### config.mk
export PLATFORM = sky130hd
export DESIGN_NAME = dma_burst_ctrl
export DESIGN_NICKNAME = d
export VERILOG_FILES = /design/src/core/dma_burst_pkg.sv /design/src/core/dma_burst_ctrl.sv
export SDC_FILE = /design/constraint.sdc
export NUM_CORES = 1
export LEC_CHECK = 0
export ABC_AREA = 1
export BUFFER_PORTS_ARGS = -buffer_cell sky130_fd_sc_hd__buf_2
export CORE_ASPECT_RATIO = 1.75
export CORE_MARGIN = 2
export CORE_UTILIZATION = 29
export DETAILED_ROUTE_END_ITERATION = 10
export GPL_TIMING_DRIVEN = 0
export PLACE_DENSITY_LB_ADDON = 0.3
export SLEW_MARGIN = 5
export SYNTH_ARGS = -nofsm -noshare
export SYNTH_HDL_FRONTEND = slang
export SYNTH_HIERARCHICAL = 1
export SYNTH_SLANG_ARGS = --single-unit
### constraint.sdc
create_clock -name I_CLK -period 11.7 [get_ports I_CLK]
set_clock_uncertainty 0.2 [all_clocks]
set_input_delay 1.755 -clock I_CLK [delete_from_list [all_inputs] [get_ports I_CLK]]
set_output_delay 1.755 -clock I_CLK [all_outputs]
set_load 0.05 [all_outputs]
### src/core/dma_burst_pkg.sv
// constants and carrier types for the pci burst and threshold control
// assumes a 12-bit offset inside the 4k window of base address register 0
package dma_burst_pkg;

    // ********************************
    // register map
    // ********************************
    localparam logic [11:0] ISO_CTRL_OFFSET = 12'h0800;
    localparam logic [11:0] ASYNC_CTRL_OFFSET = 12'h0808;
    localparam logic [11:0] LINK_OPT_OFFSET = 12'h0840;
    localparam int VENDOR_HALF_BIT = 11;

    localparam logic [31:0] ISO_CTRL_RESET = 32'h0000_7373;
    localparam logic [31:0] ASYNC_CTRL_RESET = 32'h0010_7373;
    localparam logic [31:0] LINK_OPT_RESET = 32'h0000_0020;

    localparam logic [31:0] ISO_CTRL_MASK = 32'h0000_ffff;
    localparam logic [31:0] ASYNC_CTRL_MASK = 32'h01ff_ffff;
    localparam logic [31:0] LINK_OPT_MASK = 32'hbf00_003f;

    // ********************************
    // field positions
    // ********************************
    localparam int SEND_BURST_LSB = 12;
    localparam int SEND_THR_LSB = 8;
    localparam int RECV_BURST_LSB = 4;
    localparam int RECV_THR_LSB = 0;
    localparam int READY_LEVEL_LSB = 16;
    localparam int RETRY_MAX_BIT = 24;

    localparam logic [7:0] READY_LEVEL_MAX = 8'h20;
    localparam int QUADS_PER_STEP_LOG2 = 4;

    // channel order: iso send, iso receive, async transmit, async receive
    localparam int CHAN_ISO_SEND = 0;
    localparam int CHAN_ISO_RECEIVE = 1;
    localparam int CHAN_ASYNC_TRANSMIT = 2;
    localparam int CHAN_ASYNC_RECEIVE = 3;
    localparam int NUM_CHAN = 4;

    localparam int FIFO_WIDTH = 32;
    localparam int FIFO_DEPTH = 8;

    typedef struct packed {
        logic [11:0] level;
        logic [11:0] room;
        logic [11:0] pkt_left;
        logic whole;
        logic busy;
    } chan_in_t;

    typedef struct packed {
        logic req;
        logic [11:0] burst;
    } chan_out_t;

endpackage

### src/core/dma_burst_ctrl.sv
// pci request and burst sizing for the four dma engines, link packet-ready
// assumes every input comes from logic on I_CLK, the pci clock
`timescale 1ns/1ps
`default_nettype none

// ********************************
// staging fifo
// ********************************
module stage_fifo #(
    parameter int WIDTH = 32,
    parameter int DEPTH = 8
) (
    input wire logic i_clk,
    input wire logic i_sys_rst,
    input wire logic i_ce,
    input wire logic [WIDTH-1:0] i_data,
    input wire logic i_valid,
    output logic o_ready,
    output logic [WIDTH-1:0] o_data,
    output logic o_valid,
    input wire logic i_ready
);
    localparam int AW = $clog2(DEPTH);
    logic [WIDTH-1:0] mem [DEPTH];
    logic [AW-1:0] wptr;
    logic [AW-1:0] rptr;
    logic [AW:0] count;
    logic [AW-1:0] next_wptr;
    logic [AW-1:0] next_rptr;
    logic [AW:0] next_count;
    logic push;
    logic pop;

    assign o_ready = (count != (AW+1)'(DEPTH));
    assign o_valid = (count != '0);
    assign o_data = mem[rptr];
    assign push = i_valid && o_ready;
    assign pop = o_valid && i_ready;

    always_comb
    begin
        next_wptr = push ? AW'(wptr + 1'b1) : wptr;
        next_rptr = pop ? AW'(rptr + 1'b1) : rptr;
        next_count = count;
        if (push && !pop)
        begin
            next_count = (AW+1)'(count + 1'b1);
        end
        else if (pop && !push)
        begin
            next_count = (AW+1)'(count - 1'b1);
        end
    end

    always_ff @(posedge i_clk)
    begin
        if (i_sys_rst)
        begin
            wptr <= '0;
            rptr <= '0;
            count <= '0;
        end
        else if (i_ce)
        begin
            wptr <= next_wptr;
            rptr <= next_rptr;
            count <= next_count;
            if (push)
            begin
                mem[wptr] <= i_data;
            end
        end
    end
endmodule

// Notes on behaviour
// - vendor registers answer only in the upper 2k of the 4k window.
// - an eeprom load pulse sets the starting contents of all three registers.
// - iso send fetches at most 16*(n+1) quadlets, n in bits 15:12, reset 7.
// - iso send asks at 16*(n+1) free quadlets, or sooner if less remains.
// - iso receive writes at most 16*(n+1) quadlets, n in bits 7:4, reset 7.
// - iso receive asks at 16*(n+1) held quadlets, or on overflow or packet.
// - with bit 24 set a retried packet uses the largest ready level 0x20.
// - the link is told a packet is ready once 16*n quadlets of it are held.
// - a packet wholly in the transmit fifo is ready whatever its length.
// - async transmit and read response fetch at most 16*(n+1) quadlets.
// - async transmit asks at 16*(n+1) free, or sooner if less remains.
// - async receive and physical write move at most 16*(n+1) quadlets.
// - async receive asks at 16*(n+1) held, or sooner on overflow or packet.
// - a burst never exceeds packet size, host buffer, fifo or cache line.
// - the iso control register resets to 0000 7373h.
module dma_burst_ctrl (
    input wire logic I_CLK,
    input wire logic I_SYS_RST,
    input wire logic I_CE,
    input wire logic [11:0] I_REG_ADDR,
    input wire logic I_REG_WR,
    input wire logic I_REG_RD,
    input wire logic [31:0] I_REG_WDATA,
    output logic [31:0] O_REG_RDATA,
    output logic O_REG_ACK,
    input wire logic I_EE_LOAD,
    input wire logic [31:0] I_EE_ISO,
    input wire logic [31:0] I_EE_ASYNC,
    input wire logic [31:0] I_EE_LINK,
    input wire logic [7:0] I_CACHE_LINE,
    input wire dma_burst_pkg::chan_in_t [3:0] I_CHAN,
    output dma_burst_pkg::chan_out_t [3:0] O_CHAN,
    input wire logic [11:0] I_TX_FILL,
    input wire logic I_TX_WHOLE,
    input wire logic I_TX_RETRY,
    output logic O_PKT_READY,
    output logic [31:0] O_LINK_OPTIONS,
    input wire logic [31:0] I_TX_DATA,
    input wire logic I_TX_VALID,
    output logic O_TX_READY,
    output logic [31:0] O_LINK_DATA,
    output logic O_LINK_VALID,
    input wire logic I_LINK_READY
);
    logic [31:0] iso_dma_pci_control;
    logic [31:0] async_dma_pci_control;
    logic [31:0] link_core_options;
    logic [31:0] next_iso;
    logic [31:0] next_async;
    logic [31:0] next_link;
    logic [31:0] next_rdata;
    logic next_ack;
    logic in_vendor_half;
    logic [11:0] cache_quads;
    dma_burst_pkg::chan_out_t [3:0] next_chan;
    logic next_pkt_ready;
    logic [7:0] ready_n;
    logic [11:0] ready_quads;

    function automatic logic [11:0] step_quads(input logic [3:0] n);
        step_quads = 12'(({8'h00, n} + 12'h001)
            << dma_burst_pkg::QUADS_PER_STEP_LOG2);
    endfunction

    function automatic logic [11:0] min12(input logic [11:0] a,
        input logic [11:0] b);
        min12 = (a < b) ? a : b;
    endfunction

    // ********************************
    // register port
    // ********************************
    assign in_vendor_half = I_REG_ADDR[dma_burst_pkg::VENDOR_HALF_BIT];

    // eeprom load takes priority over a host write in the same cycle
    always_comb
    begin
        next_iso = iso_dma_pci_control;
        next_async = async_dma_pci_control;
        next_link = link_core_options;
        next_rdata = O_REG_RDATA;
        next_ack = 1'b0;
        if (I_EE_LOAD)
        begin
            next_iso = I_EE_ISO & dma_burst_pkg::ISO_CTRL_MASK;
            next_async = I_EE_ASYNC & dma_burst_pkg::ASYNC_CTRL_MASK;
            next_link = I_EE_LINK & dma_burst_pkg::LINK_OPT_MASK;
        end
        else if (I_REG_WR && in_vendor_half)
        begin
            next_ack = 1'b1;
            unique case (I_REG_ADDR)
                dma_burst_pkg::ISO_CTRL_OFFSET:
                    next_iso = I_REG_WDATA & dma_burst_pkg::ISO_CTRL_MASK;
                dma_burst_pkg::ASYNC_CTRL_OFFSET:
                    next_async = I_REG_WDATA & dma_burst_pkg::ASYNC_CTRL_MASK;
                dma_burst_pkg::LINK_OPT_OFFSET:
                    next_link = I_REG_WDATA & dma_burst_pkg::LINK_OPT_MASK;
                default:
                    next_ack = 1'b1;
            endcase
        end
        if (I_REG_RD && in_vendor_half)
        begin
            next_ack = 1'b1;
            unique case (I_REG_ADDR)
                dma_burst_pkg::ISO_CTRL_OFFSET:
                    next_rdata = iso_dma_pci_control;
                dma_burst_pkg::ASYNC_CTRL_OFFSET:
                    next_rdata = async_dma_pci_control;
                dma_burst_pkg::LINK_OPT_OFFSET:
                    next_rdata = link_core_options;
                default:
                    next_rdata = 32'h0000_0000;
            endcase
        end
    end

    // ********************************
    // per-engine request and burst size
    // ********************************
    // a zero cache line size means no cache-line cap
    assign cache_quads = (I_CACHE_LINE == 8'h00) ? 12'hfff
        : {4'h0, I_CACHE_LINE};

    genvar gi;
    generate
        for (gi = 0; gi < dma_burst_pkg::NUM_CHAN; gi++)
        begin : g_chan
            localparam bit IS_SEND = (gi == dma_burst_pkg::CHAN_ISO_SEND)
                || (gi == dma_burst_pkg::CHAN_ASYNC_TRANSMIT);
            localparam bit IS_ISO = (gi == dma_burst_pkg::CHAN_ISO_SEND)
                || (gi == dma_burst_pkg::CHAN_ISO_RECEIVE);
            localparam int BURST_LSB = IS_SEND
                ? dma_burst_pkg::SEND_BURST_LSB
                : dma_burst_pkg::RECV_BURST_LSB;
            localparam int THR_LSB = IS_SEND ? dma_burst_pkg::SEND_THR_LSB
                : dma_burst_pkg::RECV_THR_LSB;
            logic [31:0] ctl;
            logic [11:0] max_burst;
            logic [11:0] thr;
            logic [11:0] lvl;
            logic [11:0] room;
            logic [11:0] burst;
            logic cond;

            assign ctl = IS_ISO ? iso_dma_pci_control : async_dma_pci_control;
            assign max_burst = step_quads(ctl[BURST_LSB+:4]);
            assign thr = step_quads(ctl[THR_LSB+:4]);
            assign lvl = I_CHAN[gi].level;
            assign room = I_CHAN[gi].room;
            // send: level is free space, room is data left to fetch
            // receive: level is data held, room is host buffer space left
            if (IS_SEND)
            begin : g_send
                assign cond = (lvl >= thr)
                    || (room != 12'h000 && room < lvl);
            end
            else
            begin : g_recv
                assign cond = (lvl >= thr)
                    || (lvl > room)
                    || (I_CHAN[gi].whole && lvl != 12'h000);
            end
            assign burst = min12(min12(max_burst, min12(lvl, room)),
                min12(I_CHAN[gi].pkt_left, cache_quads));
            assign next_chan[gi].burst = burst;
            assign next_chan[gi].req = cond && !I_CHAN[gi].busy
                && (burst != 12'h000);
        end
    endgenerate

    // ********************************
    // link packet-ready
    // ********************************
    // codes above the largest level are treated as the largest
    assign ready_n = (I_TX_RETRY
        && async_dma_pci_control[dma_burst_pkg::RETRY_MAX_BIT])
        ? dma_burst_pkg::READY_LEVEL_MAX
        : ((async_dma_pci_control[dma_burst_pkg::READY_LEVEL_LSB+:8]
            > dma_burst_pkg::READY_LEVEL_MAX)
            ? dma_burst_pkg::READY_LEVEL_MAX
            : async_dma_pci_control[dma_burst_pkg::READY_LEVEL_LSB+:8]);
    assign ready_quads = 12'({4'h0, ready_n}
        << dma_burst_pkg::QUADS_PER_STEP_LOG2);
    assign next_pkt_ready = I_TX_WHOLE
        || (I_TX_FILL >= ready_quads && I_TX_FILL != 12'h000);

    always_ff @(posedge I_CLK)
    begin
        if (I_SYS_RST)
        begin
            iso_dma_pci_control <= dma_burst_pkg::ISO_CTRL_RESET;
            async_dma_pci_control <= dma_burst_pkg::ASYNC_CTRL_RESET;
            link_core_options <= dma_burst_pkg::LINK_OPT_RESET;
            O_REG_RDATA <= 32'h0000_0000;
            O_REG_ACK <= 1'b0;
            O_CHAN <= '0;
            O_PKT_READY <= 1'b0;
        end
        else if (I_CE)
        begin
            iso_dma_pci_control <= next_iso;
            async_dma_pci_control <= next_async;
            link_core_options <= next_link;
            O_REG_RDATA <= next_rdata;
            O_REG_ACK <= next_ack;
            O_CHAN <= next_chan;
            O_PKT_READY <= next_pkt_ready;
        end
    end

    assign O_LINK_OPTIONS = link_core_options;

    // ********************************
    // transmit data staging
    // ********************************
    // absorbs short link stalls so a pci burst need not stop mid-transfer
    stage_fifo #(
        .WIDTH(dma_burst_pkg::FIFO_WIDTH),
        .DEPTH(dma_burst_pkg::FIFO_DEPTH)
    ) u_stage (
        .i_clk(I_CLK),
        .i_sys_rst(I_SYS_RST),
        .i_ce(I_CE),
        .i_data(I_TX_DATA),
        .i_valid(I_TX_VALID),
        .o_ready(O_TX_READY),
        .o_data(O_LINK_DATA),
        .o_valid(O_LINK_VALID),
        .i_ready(I_LINK_READY)
    );
endmodule

`default_nettype wire

* After elaboration in Yosys (flattened, before gate mapping)
Memories as Yosys holds them, arrays and structs flattened. A register that Yosys moved wholly into a read port is not among the register bits. Cells that the tools add are included.
Operators by class: order comparisons 26, eq/ne operators 4, mux-type cells 40, reductions and logical operators 56, add/sub/neg operators 12
Operators by type and width (number):
- $mux W32 | 9
- $mux W12 | 17
- $lt A12 B12 Y1 | 14
- $reduce_bool A12 Y1 | 9
- $pmux W32 S3 | 1
- $ge A12 B9 Y1 | 4
- $lt A9 B12 Y1 | 4
- $add A4 B1 Y5 const B | 8
- $eq A12 B12 Y1 const B | 3
- $gt A12 B12 Y1 | 2
- $logic_and A1 B1 Y1 | 20
- $mux W8 | 2
- $ge A12 B12 Y1 | 1
- $reduce_bool A2 Y1 | 5
- $reduce_and A3 Y1 | 3
- $gt A8 B6 Y1 const B | 1
- $logic_not A8 Y1 | 1
- $mux W4 | 2
- $reduce_and A2 Y1 | 4
- $logic_or A1 B1 Y1 | 7
- $mux W1 | 7
- $add A3 B1 Y3 const B | 2
- $logic_not A1 Y1 | 6
- $mux W3 | 2
- other kinds (4) | 4
Storage, ports and cells: register bits after elaboration 192, memories kept 1, RAM bits 256, output and inout bits 152, logic and storage cells 156, bits of input ports 354
Memories:
- u_stage.mem | words 8, width 32, read ports 1, clocked after Yosys merged registers in 1, write ports 1, RTL line dma_burst_ctrl.sv:24 | logic [WIDTH-1:0] mem [DEPTH];

* Longest topological paths before layout
depth after elaboration 8, mapped depth 40, mapped depth without buffers 36

* Hierarchy
Netlist, hierarchy kept.
Modules (own cells, without submodules):
- dma_burst_ctrl | seq. area each 2782.7 sq um, area each 13345.3 sq um, instances 1, cells each 2056
- stage_fifo | seq. area each 7947.6 sq um, area each 10745.3 sq um, instances 1, cells each 891

* Worst setup path after synthesis
OpenSTA, ideal clock, no wires.
path type input port to flip-flop, start point in I_CHAN[25] (netlist name), end point reg O_CHAN[12] (netlist name), buffers on the path 5, stages on the path 34, data arrival time 5998 ps, setup time 132 ps, data required time 11368 ps, path slack 5369 ps, cell sequence inv_1 -> ha_1 -> nand2_1 -> nor3_2 -> nand2_1 -> nand3_2 -> buf_6 -> clkbuf_1 -> o21ai_0 -> ha_1 -> inv_1 -> o31ai_1 -> nand3_1 -> nand2_1 -> inv_2 -> nand2_2 -> inv_1 -> buf_2 -> nand2_1 -> o21ai_0 -> ha_1 -> a21oi_1 -> nor2_1 -> a211oi_1 -> o221a_2 -> buf_1 -> nand2_4 -> buf_6 -> nand2_1 -> nand3_1 -> nor2_1 -> nand3_1 -> nand2_1 -> a21oi_1
On the way: cells in the longest elaborated chain, start to end 8, elaborated cells on any way between the ends 13, those cells by class order compare: 4; mux: 3; reduce/logical: 6
RTL lines:
- start, declared | RTL line dma_burst_ctrl.sv:107 | input wire dma_burst_pkg::chan_in_t [3:0] I_CHAN,
- $lt A12 B12 Y1 | RTL line dma_burst_ctrl.sv:143 | min12 = (a < b) ? a : b;
- $mux W12 | RTL line dma_burst_ctrl.sv:143
- $lt A9 B12 Y1 | RTL line dma_burst_ctrl.sv:143
- $mux W12 | RTL line dma_burst_ctrl.sv:143
- $lt A12 B12 Y1 | RTL line dma_burst_ctrl.sv:143
- $mux W12 | RTL line dma_burst_ctrl.sv:143
- $reduce_bool A12 Y1 | RTL line dma_burst_ctrl.sv:245 | && (burst != 12'h000);
- $logic_and A1 B1 Y1 * | RTL line dma_burst_ctrl.sv:245
- end signal, assigned | RTL line dma_burst_ctrl.sv:284 | O_CHAN <= next_chan;
- end, declared | RTL line dma_burst_ctrl.sv:108 | output dma_burst_pkg::chan_out_t [3:0] O_CHAN,
Mark *: on every way between the ends. The rest lies on a longest branch, timed or not. A chain may end at the register's enable or synchronous reset.

* Worst setup path after layout
start point in I_CHAN[21] (netlist name), end point reg O_CHAN[12] (netlist name)
The elaborated chain is that of the path after synthesis.

==> impl_metrics.json <==
{
  "status": "finished, final reports clean",
  "synth_simple_gate_area_frac": 0.2230,
  "synth_edf_count": 256,
  "ys_seq_elements": 408,
  "cts_hold_buf": 0,
  "swShare": 0.3460,
  "hp-class": "flop to flop",
  "fin_cells": 4566,
  "timing.final.setup_violations": 0,
  "synth_cell_types": 60,
  "cp-end-kind": "flop",
  "grt_max_degree": 24,
  "net-switching-power_mw": 1.380,
  "max_cap_viol_count": 0,
  "hold_end": "O_REG_RDATA[28]",
  "die_area_mm2": 0.08548,
  "power_frac_clock": 0.337,
  "ant_nets": 0,
  "multi_input_area_mm2": 0.01164,
  "synth-compound-area-share": 0.1442,
  "clock_path_buffers": 3,
  "pwr-share-comb": 0.261,
  "ff2ff_path_depth": 26,
  "grt_pass1_wl_um": 138900,
  "die_x_um": 221.9,
  "post-route-period-util": 0.5962,
  "p_leak_nw": 13.53,
  "critPathTopFamily": "simple AND/OR/NAND/NOR gates",
  "worst-slew-pin-transition_ns": 1.194,
  "core_mm2": 0.08209,
  "cts_resized": 0,
  "synth.area.mux_share": 0,
  "hpwlAfterDp_um": 79710,
  "crit-reg2reg-launch": "g_chan[0].ctl[13]",
  "crit_fanout": 10,
  "p_int_mw": 2.608,
  "ir_drop_mv": 0.1053,
  "die_h_um": 385.3,
  "nets": 4018,
  "area_growth_pct": 21.77,
  "cp_common_cell": "nand2_1",
  "slew_viol_final": 0,
  "path_buf_inv": 10,
  "synth_flop_cell": "edfxtp_1",
  "startpoint": "I_CHAN[21]",
  "port_buffers": 438,
  "cts_root_buffer": "clkbuf_16",
  "power_density_mw_per_mm2": 135.9,
  "num_vias": 22361,
  "dp_cells": 4482,
  "netlist_instances": 2947,
  "rsz0062_at_grt": "no",
  "cts_num_sinks": 408,
  "drt-initial-drc-count": 1187,
  "syn_avg_cell_area_um2": 8.175,
  "synth.cell_area_mm2": 0.02409,
  "grt_pass1_vias": 22222,
  "grt-ovfl-total": 0,
  "fin_setup_tns_ns": 0,
  "gp_congestion": 0.9903,
  "synth_xor_xnor_area_share": 0.006181,
  "io_pins": 506,
  "r2r-end": "O_CHAN[12]",
  "max_slew_margin": 0.2010,
  "wl_per_cell_um": 21.12,
  "path_clk_slew_ns": 0.07,
  "numCtsBuffers": 42,
  "cp_slowest_cell": "buf_1",
  "clock_latency_ns": 0.59,
  "antenna_found_initial": 41,
  "synthAdderAreaFrac": 0.1016,
  "seq_area_mm2": 0.01073,
  "cp.required_ns": 11.93,
  "finalHoldViolCount": 0,
  "num_rows": 139,
  "cts_setup_buffers": 0,
  "start_util": 0.2935,
  "r2r_slack_ns": 6.57,
  "vias_per_cell": 4.897,
  "yosysWarnings": 6,
  "worstHoldStart": "O_REG_RDATA[28]",
  "grt_usage": 0.2206,
  "whs_path_depth": 2,
  "arrival_ns": 7.21,
  "yosysSeqAreaShare": 0.4454,
  "seq_power_share": 0.402,
  "fmax_ghz": 0.1433,
  "synth_top_family_by_area": "simple AND/OR/NAND/NOR gates",
  "fillers": 8716,
  "htree_levels": 2,
  "cts_tree": "built",
  "layout-drive-gt1-share": 0.1831,
  "async_reset_ff_frac": 0,
  "drc": 0,
  "wirelength_um": 96450,
  "drt-pass1-iter-count": 5,
  "min_period_ns": 6.976,
  "utilization": 0.3574,
  "critPathKind": "primary input to flop",
  "cpPeakStageDelay_ns": 0.38,
  "cp-start-kind": "primary input"
}
worst max path at each step:
stage                      end  slack (ns)  cells after the start
global route        O_CHAN[12]        4.21                     34
finish              O_CHAN[12]        4.72                     34
CTS                 O_CHAN[12]        4.76                     34
global placement    O_CHAN[12]        4.24                     34
floorplan           O_CHAN[12]        5.37                     34
detailed placement  O_CHAN[12]        4.12                     34
metrics by stage:
step                hold slack, ns  power (mW)  setup WS [ns]  instance area, um2
detailed placement          0.2532       2.675          4.125               27970
CTS                         0.2636       4.022          4.765               29310
finish                      0.2638       3.987          4.724               29330
floorplan                   0.2580       2.314          5.369               24210
global placement            0.2508       2.659          4.242               27730
global route                0.2848       4.182          4.209               29320
layer usage:
layer,wire (um),GRT usage,part of all wire
met4,7513,0.1529,0.078
met1,32200,0.2065,0.33
met3,7304,0.06173,0.076
met2,49150,0.4135,0.51
met5,276,0,0.0029
cells in the mapped netlist, types with 12 or more instances:
cell      instances  area [um2]
a21oi_1         142       710.7
a31oi_1          33       206.5
buf_2            19       95.09
buf_4            25       187.7
buf_6            14       157.7
clkbuf_1         76       285.3
dfxtp_1         152        3043
edfxtp_1        256        7687
ha_1            194        2427
inv_1           285        1070
nand2_1         718        2695
nand2_2          12       75.07
nand3_1         109       545.5
nand3b_1         22       165.2
nand4_1          44       275.3
nor2_1          300        1126
nor3_1           14       70.07
o211ai_1         55       412.9
o21ai_0         263        1316
o21ai_1          70       350.3
xor2_1           12       105.1
tightest hold or removal path: stages, from the launching register on:
cell,delay [ns]
dfxtp_1,0.31
nand2_1,0.06
a21oi_1,0.06
final cells by class:
class                   count  area share
diodes                      8   0.0006824
plain buffers             152     0.02819
clock buffers              53     0.03860
clock inverters            23    0.006867
inverters                 289     0.03698
multi-input cells        2130      0.3968
flip-flops and latches    408      0.3658
well taps                1057     0.04508
repair buffers            446     0.08096
flip-flops by register name, summed over array words and instances (netlist names), 4 cells and up, named ones only:
register and flops:
O_CHAN 52, u_stage/mem 256, g_chan.ctl 16, u_stage/count 4, O_REG_RDATA 31, async_dma_pci_control 25, O_LINK_OPTIONS 13
layout by cell type (no fill, tap or decap), types with 42 or more instances in the layout:
cell,netlist,final
o21ai_0,263,263
clkbuf_16,0,42
o211ai_1,55,55
nand4_1,44,44
a21oi_1,142,142
o21ai_1,70,70
inv_1,285,285
ha_1,194,194
edfxtp_1,256,256
buf_2,19,457
nand3_1,109,109
nand2_1,718,718
dfxtp_1,152,152
nor2_1,300,292
clkbuf_1,76,83
kinds of logic (layout without fill, tap and decap cells):
| family | Yosys count | after routing |
|---|---|---|
| compound gates | 620 | 620 |
| xor+xnor | 17 | 17 |
| fa+ha+maj | 195 | 195 |
| buf+inv | 441 | 963 |
| flops | 408 | 408 |
| other cells | 2 | 42 |
| simple gates | 1264 | 1264 |
power by group through the flow:
stage	Clock, mW	Combinational (mW)	Sequential, mW
6_report	1.35	1.04	1.60
5_1_grt	1.42	1.16	1.61
4_1_cts	1.37	1.05	1.60
3_5_place_dp	0	1.04	1.63
3_3_place_gp	0	1.03	1.63
2_1_floorplan	0	0.625	1.69
Power figures use the tool's default switching activity.
